<file path="src/shared/arc_defs.svh">
// Purpose: Offsets, field positions and reset values of the result bank.
// Assumes: APB byte addresses, one aligned 32-bit word per register.
// Notes:   Data sits in bits 7:0 of each word, bits 10:0 for the control word; the bits above read as zero.
`ifndef ARC_DEFS_SVH
`define ARC_DEFS_SVH

`define ARC_OFF_RES_H   12'h000
`define ARC_OFF_RES_L   12'h004
`define ARC_OFF_PREV_H  12'h008
`define ARC_OFF_PREV_L  12'h00C
`define ARC_OFF_ACC_H   12'h010
`define ARC_OFF_ACC_L   12'h014
`define ARC_OFF_STPT_H  12'h018
`define ARC_OFF_STPT_L  12'h01C
`define ARC_OFF_ERR_H   12'h020
`define ARC_OFF_ERR_L   12'h024
`define ARC_OFF_CTRL    12'h028
`define ARC_OFF_FLT_H   12'h02C
`define ARC_OFF_FLT_L   12'h030

`define ARC_CTRL_FMT    0
`define ARC_CTRL_PSIS   1
`define ARC_CTRL_SHF_LO 2
`define ARC_CTRL_CLC_LO 5
`define ARC_CTRL_FMD_LO 8
`define ARC_CTRL_RESET  11'h000

`endif

</file>
<file path="src/shared/arc_pkg.sv">
// Purpose: Types shared by the result bank and its bench.
// Assumes: Field layout of the control word follows arc_defs.svh.
// Notes:   The control word is carried as one packed struct.
package arc_pkg;

   // Filter modes of the computation unit.
   typedef enum logic [2:0] {
      ARC_FMD_BASIC = 3'h0,
      ARC_FMD_ACC   = 3'h1,
      ARC_FMD_AVG   = 3'h2,
      ARC_FMD_BAVG  = 3'h3,
      ARC_FMD_LPF   = 3'h4
   } arc_fmode_t;

   // Calculation modes that choose the error value.
   typedef enum logic [2:0] {
      ARC_CLC_RES_PREV  = 3'h0,
      ARC_CLC_RES_STPT  = 3'h1,
      ARC_CLC_FLT_STPT  = 3'h2,
      ARC_CLC_FLT_PREV  = 3'h3
   } arc_calc_t;

   // Control word, msb first as it lies in the register.
   typedef struct packed {
      logic [2:0] fmode;
      logic [2:0] calc;
      logic [2:0] shift;
      logic       psis;
      logic       fmt;
   } arc_ctrl_t;

endpackage

</file>
<file path="src/rtl/arc_regs.sv">
// Purpose: Result, previous, accumulator, setpoint and error registers of
//          a 10-bit converter with computation, reached over APB.
// Assumes: conv_start, conv_done, conv_data and lpf_result come from the
//          converter core on pclk; presetn is the power-on reset.
// Notes:   Data registers have no reset and power up unknown.
`timescale 1ns/10ps
`include "arc_defs.svh"

module arc_regs #(
   parameter int RES_W  = 10,
   parameter int DATA_W = 16
) (
   input  wire logic              pclk,
   input  wire logic              presetn,
   input  wire logic              psel,
   input  wire logic              penable,
   input  wire logic              pwrite,
   input  wire logic [11:0]       paddr,
   input  wire logic [31:0]       pwdata,
   input  wire logic              conv_start,
   input  wire logic              conv_done,
   input  wire logic [RES_W-1:0]  conv_data,
   input  wire logic [DATA_W-1:0] lpf_result,
   output logic      [31:0]       prdata,
   output logic                   pready,
   output logic                   pslverr
);

   // Refuse widths other than the ten-bit result and sixteen-bit values.
   if (RES_W != 10 || DATA_W != 16) begin : g_bad_width
      $error("arc_regs supports only RES_W 10 and DATA_W 16.");
   end

   // Places a result in left or right justified sixteen-bit form.
   function automatic logic [15:0] arc_justify(
      input logic [9:0] res,
      input logic       fmt
   );
      arc_justify = fmt ? {6'h00, res} : {res, 6'h00};
   endfunction

   // Tells whether an address holds a register of this bank.
   function automatic logic arc_mapped(input logic [11:0] addr);
      unique case (addr)
         `ARC_OFF_RES_H, `ARC_OFF_RES_L, `ARC_OFF_PREV_H,
         `ARC_OFF_PREV_L, `ARC_OFF_ACC_H, `ARC_OFF_ACC_L,
         `ARC_OFF_STPT_H, `ARC_OFF_STPT_L, `ARC_OFF_ERR_H,
         `ARC_OFF_ERR_L, `ARC_OFF_CTRL, `ARC_OFF_FLT_H,
         `ARC_OFF_FLT_L: arc_mapped = 1'b1;
         default: arc_mapped = 1'b0;
      endcase
   endfunction

   arc_pkg::arc_ctrl_t ctrl;
   arc_pkg::arc_ctrl_t next_ctrl;
   logic [9:0]         result;
   logic [9:0]         next_result;
   logic [15:0]        prev;
   logic [15:0]        next_prev;
   logic [15:0]        acc;
   logic [15:0]        next_acc;
   logic [15:0]        stpt;
   logic [15:0]        next_stpt;
   logic [15:0]        calc_err;
   logic [15:0]        next_calc_err;
   logic [15:0]        filt;
   logic [15:0]        res_just;
   logic [31:0]        next_prdata;
   logic               next_pready;
   logic               next_pslverr;
   logic               wr_en;
   logic [7:0]         wbyte;
   logic               accum_mode;

   // A write takes effect at the edge that closes the access phase.
   assign wr_en = psel & penable & pready & pwrite;
   assign wbyte = pwdata[7:0];
   assign res_just = arc_justify(result, ctrl.fmt);

   // Accumulate, average and burst average all sum conversions.
   assign accum_mode = (ctrl.fmode == arc_pkg::ARC_FMD_ACC)
                     | (ctrl.fmode == arc_pkg::ARC_FMD_AVG)
                     | (ctrl.fmode == arc_pkg::ARC_FMD_BAVG);

   // Filter output is lpf_result in low-pass mode, else the accumulator shifted keeping its sign.
   always_comb begin
      if (ctrl.fmode == arc_pkg::ARC_FMD_LPF) begin
         filt = lpf_result;
      end else begin
         filt = 16'($signed(acc) >>> ctrl.shift);
      end
   end

   // Control word: only software changes it.
   always_comb begin
      next_ctrl = ctrl;
      if (wr_en && paddr == `ARC_OFF_CTRL) begin
         next_ctrl = arc_pkg::arc_ctrl_t'(pwdata[10:0]);
      end
   end

   // The control word is the only data state under reset.
   always_ff @(posedge pclk or negedge presetn) begin
      if (!presetn) begin
         ctrl <= arc_pkg::arc_ctrl_t'(`ARC_CTRL_RESET);
      end else begin
         ctrl <= next_ctrl;
      end
   end

   // Result: software writes land in the current layout, a finished
   // conversion overrides a write in the same cycle.
   always_comb begin
      next_result = result;
      if (wr_en && paddr == `ARC_OFF_RES_H) begin
         if (ctrl.fmt) begin
            next_result[9:8] = wbyte[1:0];
         end else begin
            next_result[9:2] = wbyte;
         end
      end else if (wr_en && paddr == `ARC_OFF_RES_L) begin
         if (ctrl.fmt) begin
            next_result[7:0] = wbyte;
         end else begin
            next_result[1:0] = wbyte[7:6];
         end
      end
      if (conv_done) begin
         next_result = conv_data;
      end
   end

   // Previous value is taken at every start and never written by software.
   always_comb begin
      next_prev = prev;
      if (conv_start) begin
         if (ctrl.psis) begin
            next_prev = filt;
         end else begin
            next_prev = res_just;
         end
      end
   end

   // Accumulator: software bytes; in the summing modes a finished conversion adds to the old value and overrides a write in the same cycle.
   always_comb begin
      next_acc = acc;
      if (wr_en && paddr == `ARC_OFF_ACC_H) begin
         next_acc[15:8] = wbyte;
      end else if (wr_en && paddr == `ARC_OFF_ACC_L) begin
         next_acc[7:0] = wbyte;
      end
      if (conv_done && accum_mode) begin
         next_acc = 16'(acc + {6'h00, conv_data});
      end
   end

   // Setpoint is a plain software register.
   always_comb begin
      next_stpt = stpt;
      if (wr_en && paddr == `ARC_OFF_STPT_H) begin
         next_stpt[15:8] = wbyte;
      end else if (wr_en && paddr == `ARC_OFF_STPT_L) begin
         next_stpt[7:0] = wbyte;
      end
   end

   // Error value follows the calculation mode one cycle behind its inputs.
   always_comb begin
      unique case (ctrl.calc)
         arc_pkg::ARC_CLC_RES_PREV: begin
            next_calc_err = 16'({6'h00, result} - prev);
         end
         arc_pkg::ARC_CLC_RES_STPT: begin
            next_calc_err = 16'({6'h00, result} - stpt);
         end
         arc_pkg::ARC_CLC_FLT_PREV: begin
            next_calc_err = 16'(filt - prev);
         end
         default: begin
            next_calc_err = 16'(filt - stpt);
         end
      endcase
   end

   // Data registers keep their contents across reset and power up unknown.
   always_ff @(posedge pclk) begin
      result   <= next_result;
      prev     <= next_prev;
      acc      <= next_acc;
      stpt     <= next_stpt;
      calc_err <= next_calc_err;
   end

   // Read data and answer are prepared in the setup cycle, so every
   // transfer finishes in its first access cycle.
   always_comb begin
      next_pready  = psel & ~penable;
      next_pslverr = psel & ~penable & ~arc_mapped(paddr);
      next_prdata  = 32'h0000_0000;
      if (psel && !penable && !pwrite) begin
         unique case (paddr)
            `ARC_OFF_RES_H:  next_prdata[7:0] = res_just[15:8];
            `ARC_OFF_RES_L:  next_prdata[7:0] = res_just[7:0];
            `ARC_OFF_PREV_H: next_prdata[7:0] = prev[15:8];
            `ARC_OFF_PREV_L: next_prdata[7:0] = prev[7:0];
            `ARC_OFF_ACC_H:  next_prdata[7:0] = acc[15:8];
            `ARC_OFF_ACC_L:  next_prdata[7:0] = acc[7:0];
            `ARC_OFF_STPT_H: next_prdata[7:0] = stpt[15:8];
            `ARC_OFF_STPT_L: next_prdata[7:0] = stpt[7:0];
            `ARC_OFF_ERR_H:  next_prdata[7:0] = calc_err[15:8];
            `ARC_OFF_ERR_L:  next_prdata[7:0] = calc_err[7:0];
            `ARC_OFF_CTRL:   next_prdata[10:0] = ctrl;
            `ARC_OFF_FLT_H:  next_prdata[7:0] = filt[15:8];
            `ARC_OFF_FLT_L:  next_prdata[7:0] = filt[7:0];
            default:         next_prdata = 32'h0000_0000;
         endcase
      end
   end

   // Bus answer registers.
   always_ff @(posedge pclk or negedge presetn) begin
      if (!presetn) begin
         prdata  <= 32'h0000_0000;
         pready  <= 1'b0;
         pslverr <= 1'b0;
      end else begin
         prdata  <= next_prdata;
         pready  <= next_pready;
         pslverr <= next_pslverr;
      end
   end

endmodule

</file>
<file path="config.mk">
export PLATFORM = sky130hd
export DESIGN_NAME = arc_regs
export DESIGN_NICKNAME = d
export VERILOG_FILES = /design/src/shared/arc_pkg.sv /design/src/rtl/arc_regs.sv
export VERILOG_INCLUDE_DIRS = /design/src /design/src/shared
export SDC_FILE = /design/constraint.sdc
export NUM_CORES = 1
export LEC_CHECK = 0
export BUFFER_PORTS_ARGS = -buffer_cell sky130_fd_sc_hd__buf_2
export CELL_PAD_IN_SITES_DETAIL_PLACEMENT = 0
export CELL_PAD_IN_SITES_GLOBAL_PLACEMENT = 1
export CORE_MARGIN = 4
export CORE_UTILIZATION = 40
export CTS_CLUSTER_SIZE = 24
export DETAILED_ROUTE_END_ITERATION = 8
export GPL_ROUTABILITY_DRIVEN = 0
export GPL_TIMING_DRIVEN = 0
export PLACE_DENSITY = 0.74
export SKIP_CTS_REPAIR_TIMING = 1
export SLEW_MARGIN = 30
export SYNTH_ARGS = -nofsm -noshare
export SYNTH_HDL_FRONTEND = slang
export SYNTH_SLANG_ARGS = --single-unit
</file>
<file path="constraint.sdc">
create_clock -name pclk -period 3.3 [get_ports pclk]
set_input_delay 0.33 -clock pclk [delete_from_list [all_inputs] [get_ports pclk]]
set_output_delay 0.33 -clock pclk [all_outputs]
set_load 0.05 [all_outputs]
</file>
==> impl_metrics.env <==
export IMPL_period_needed_ns=3.65
export IMPL_critPathCapture="calc_err[12]$_DFF_P_"
export IMPL_synth_area_per_cell_um2=9.16
export IMPL_reg2reg_to="calc_err[12]$_DFF_P_"
export IMPL_crit_cells=15
export IMPL_num_antenna_cells=0
export IMPL_drt_iter0_drc=744
export IMPL_synth_edf_count=58
export IMPL_power_switching_uw=828
export IMPL_rsz0062_at_grt="true"
export IMPL_finalMaxSlewViolations=0
export IMPL_clockRootBuffer="clkbuf_16"
export IMPL_finalWirelength_um=26800
export IMPL_critPathTopFamily="compound AO/OA/AOI/OAI gates"
export IMPL_cp_startpoint="ctrl[3]$_DFFE_PN0P_"
export IMPL_ys_top_cells_by_count="nand2_1 (101), mux2i_1 (70), edfxtp_1 (58)"
export IMPL_p_leak_uw=0.00376
export IMPL_comb_power_share=0.152
export IMPL_hold_slack_ns=-0.0309
export IMPL_fmax_mhz=274
export IMPL_status="finished with violations"
export IMPL_path_buf_inv=2
export IMPL_finalPower_uw=2910
export IMPL_rr_worst_depth=15
export IMPL_skew_ns=0.00803
export IMPL_synthFlopType="edfxtp_1"
export IMPL_num_rows=50
export IMPL_synth_warnings=0
export IMPL_crit_required_ns=3.57
export IMPL_dieArea_um2=21300
export IMPL_ant_nets=0
export IMPL_drc=0
export IMPL_cpPeakStageDelay_ns=0.51
export IMPL_crit_fanout=7
export IMPL_wl_per_cell_um=22.6
export IMPL_core_um2=18700
export IMPL_clkPwrFrac=0.367
export IMPL_grt_max_degree=25
export IMPL_finalHoldViolations=24
export IMPL_synth_area_leaders="edfxtp_1 (23%), mux2i_1 (9.2%), dfrtp_1 (7.9%)"
export IMPL_placed_area_um2=8330
export IMPL_clk_latency_ns=0.36
export IMPL_synthesis_area_um2=7600
export IMPL_r2r_start="ctrl[3]$_DFFE_PN0P_"
export IMPL_cts_sinks=98
export IMPL_cp_start_kind="flop"
export IMPL_intPower_uw=2080
export IMPL_peakVddDrop_uv=248
export IMPL_crit_type="flop to flop"
export IMPL_setup_violations=5
export IMPL_synth_top_cell_area_share=0.229
export IMPL_critical_path_slowest_cell="mux4_2"
export IMPL_grt_use_total=0.241
export IMPL_antenna_found_initial=1
export IMPL_finalWorstSetupSlack_ns=-0.349
export IMPL_p_per_area_nw_per_um2=322
export IMPL_fin_crit_sh=1.11
export IMPL_syn_to_final_growth_pct=19.0
export IMPL_synth_xor_area_frac=0.0403
export IMPL_synthMostInstantiatedCell="nand2_1"
export IMPL_synth_compound_area_frac=0.192
export IMPL_place_port_buffers=66
export IMPL_yosys_area_share_simple=0.154
export IMPL_ys_seq_area_frac=0.350
export IMPL_r2r_setup_slack_ns=-0.35
export IMPL_start_util=0.406
export IMPL_tightest_slew_ns=1.05
export IMPL_ys_seq_elements=98
export IMPL_p_sw_frac=0.284
export IMPL_dr_total_vias=7106
export IMPL_fin_nets=1061
export IMPL_yosysTopAreaCell="edfxtp_1"
export IMPL_clk_pin_slew_ns=0.07
export IMPL_hold_path_class="primary input to async pin"
export IMPL_cts_tree="done"
export IMPL_layout_drive_gt1_share=0.215
export IMPL_grt_pass1_vias=6593
export IMPL_synthCells=830
export IMPL_cts_max_path_buffers=2
export IMPL_die_w_um=146
export IMPL_final_area_um2=9040
export IMPL_synth_top_family_by_area="compound AO/OA/AOI/OAI gates"
export IMPL_viasPerCell=6.00
export IMPL_grt_first_pass_wirelength_um=39300
export IMPL_crit_chain="buf_8, mux4_2, nand2_2, nand3_2, o21ai_4, ha_4, inv_2, fa_2, a211oi_4, o21ai_1, a211o_1, a21oi_4, mux2i_1, a2111oi_2, a311oi_1"
export IMPL_synthAdderAreaFrac=0.0655
export IMPL_cts_htree_levels=3
export IMPL_cts_made_buffers=9
export IMPL_finalSetupTns_ns=-0.964
export IMPL_dp_hpwl_um=20900
export IMPL_failed_checks="negative hold slack, negative setup slack"
export IMPL_pin_count=111
export IMPL_die_height_um=146
export IMPL_worstPathArrival_ns=3.92
export IMPL_slew_headroom=0.293
export IMPL_yosys_mux_area_fraction=0.140
export IMPL_grt_ovfl_total=0
export IMPL_pwr_share_seq=0.481
export IMPL_place_ws_ns=-0.690
export IMPL_drt_pass1_iter_count=9
export IMPL_cap_viol_max_count=0
export IMPL_synth_async_reset_ratio=0.245
export IMPL_ys_types=78
export IMPL_worstSetupEndpointType="flop"
==> final cells by class <==
type | instances | area, um^2
buffer | 57 | 345
clock buffer | 12 | 268
clock inverter | 4 | 23.8
fill | 1837 | 9660
inverter | 28 | 105
multi-input combinational | 662 | 4830
sequential | 98 | 2670
tap | 234 | 293
timing repair buffer | 90 | 510
==> metal layers <==
layer  global-route usage  vias up  wire, um
li1                     -     3278         -
met1                0.337     3362     11600
met2                0.367      376     11600
met3               0.0595       90      2440
met4               0.0821        0      1130
met5                    0        -         0
==> cell usage in the layout, fill, tap and decap left out, types with 6 or more instances in the layout <==
cell | Yosys | routed
nand2_1 | 101 | 98
buf_2 | 11 | 73
mux2i_1 | 70 | 70
edfxtp_1 | 58 | 58
nor2_1 | 57 | 56
o21ai_1 | 51 | 50
buf_4 | 22 | 46
ha_1 | 35 | 31
a21oi_1 | 36 | 29
o21ai_0 | 29 | 27
inv_1 | 24 | 23
conb_1 | 1 | 21
dfrtp_1 | 24 | 21
nand3_1 | 21 | 20
clkbuf_1 | 26 | 19
xnor2_1 | 18 | 18
xor2_1 | 17 | 16
dfxtp_1 | 16 | 16
nor2b_1 | 13 | 13
a31oi_1 | 16 | 13
a211oi_1 | 14 | 12
nor3_1 | 10 | 10
clkbuf_16 | 0 | 10
a21o_1 | 9 | 9
mux2_1 | 9 | 9
mux4_2 | 9 | 9
and2_1 | 7 | 7
a21oi_2 | 1 | 7
a22oi_1 | 7 | 7
o22ai_1 | 6 | 6
o31ai_1 | 8 | 6
nand2b_1 | 6 | 6
==> logic make-up after synthesis <==
logic type / count (synthesis)
AND/OR/NAND/NOR: 247
AO/OA/AOI/OAI: 228
flip-flops: 98
multiplexers: 93
buffers and inverters: 90
adder cells (fa/ha/maj): 38
XOR/XNOR: 35
other: 1
==> sequential cells by signal, indices dropped and copies added (netlist names) <==
| name | cells |
|---|---|
| calc_err | 16 |
| prev | 16 |
| stpt | 16 |
| result | 10 |
| prdata | 11 |
| pready | 1 |
| pslverr | 1 |
| acc | 16 |
| ctrl | 11 |
==> worst min-delay path by stage <==
stage / slack [ns] / cells after the start / endpoint / startpoint
after global routing: 0.02 / 1 / prdata[4]$_DFF_PN0_ / presetn
after floorplan: 0.03 / 0 / ctrl[0]$_DFFE_PN0P_ / presetn
final: -0.03 / 1 / prdata[4]$_DFF_PN0_ / presetn
after CTS: 0.006 / 1 / prdata[4]$_DFF_PN0_ / presetn
after global placement: 0.38 / 1 / ctrl[6]$_DFFE_PN0P_ / presetn
after detailed placement: 0.38 / 1 / ctrl[6]$_DFFE_PN0P_ / presetn
==> power by group through the flow <==
stage | clock network, uW | logic (uW) | registers (uW)
after global placement | 0 | 427 | 1420
after floorplan | 0 | 290 | 1400
after CTS | 1070 | 429 | 1400
after detailed placement | 0 | 427 | 1420
final | 1070 | 443 | 1400
after global routing | 1130 | 482 | 1400
==> worst reg2reg max path: cells and delay by family, from the launching register on <==
family                   cells  cell delay [ns]
AO/OA/AOI/OAI                7             1.39
adder cells (fa/ha/maj)      2             0.62
buffers and inverters        2             0.17
flip-flops                   1             0.40
multiplexers                 2             0.77
AND/OR/NAND/NOR              2             0.19
==> stage by stage <==
step           utilization  std cells
3_5_place_dp         0.446       1150
4_1_cts              0.461       1166
5_1_grt              0.483       1185
2_1_floorplan            -        850
6_report             0.483       1185
3_3_place_gp         0.445       1150
(Power assumes the default switching activity.)
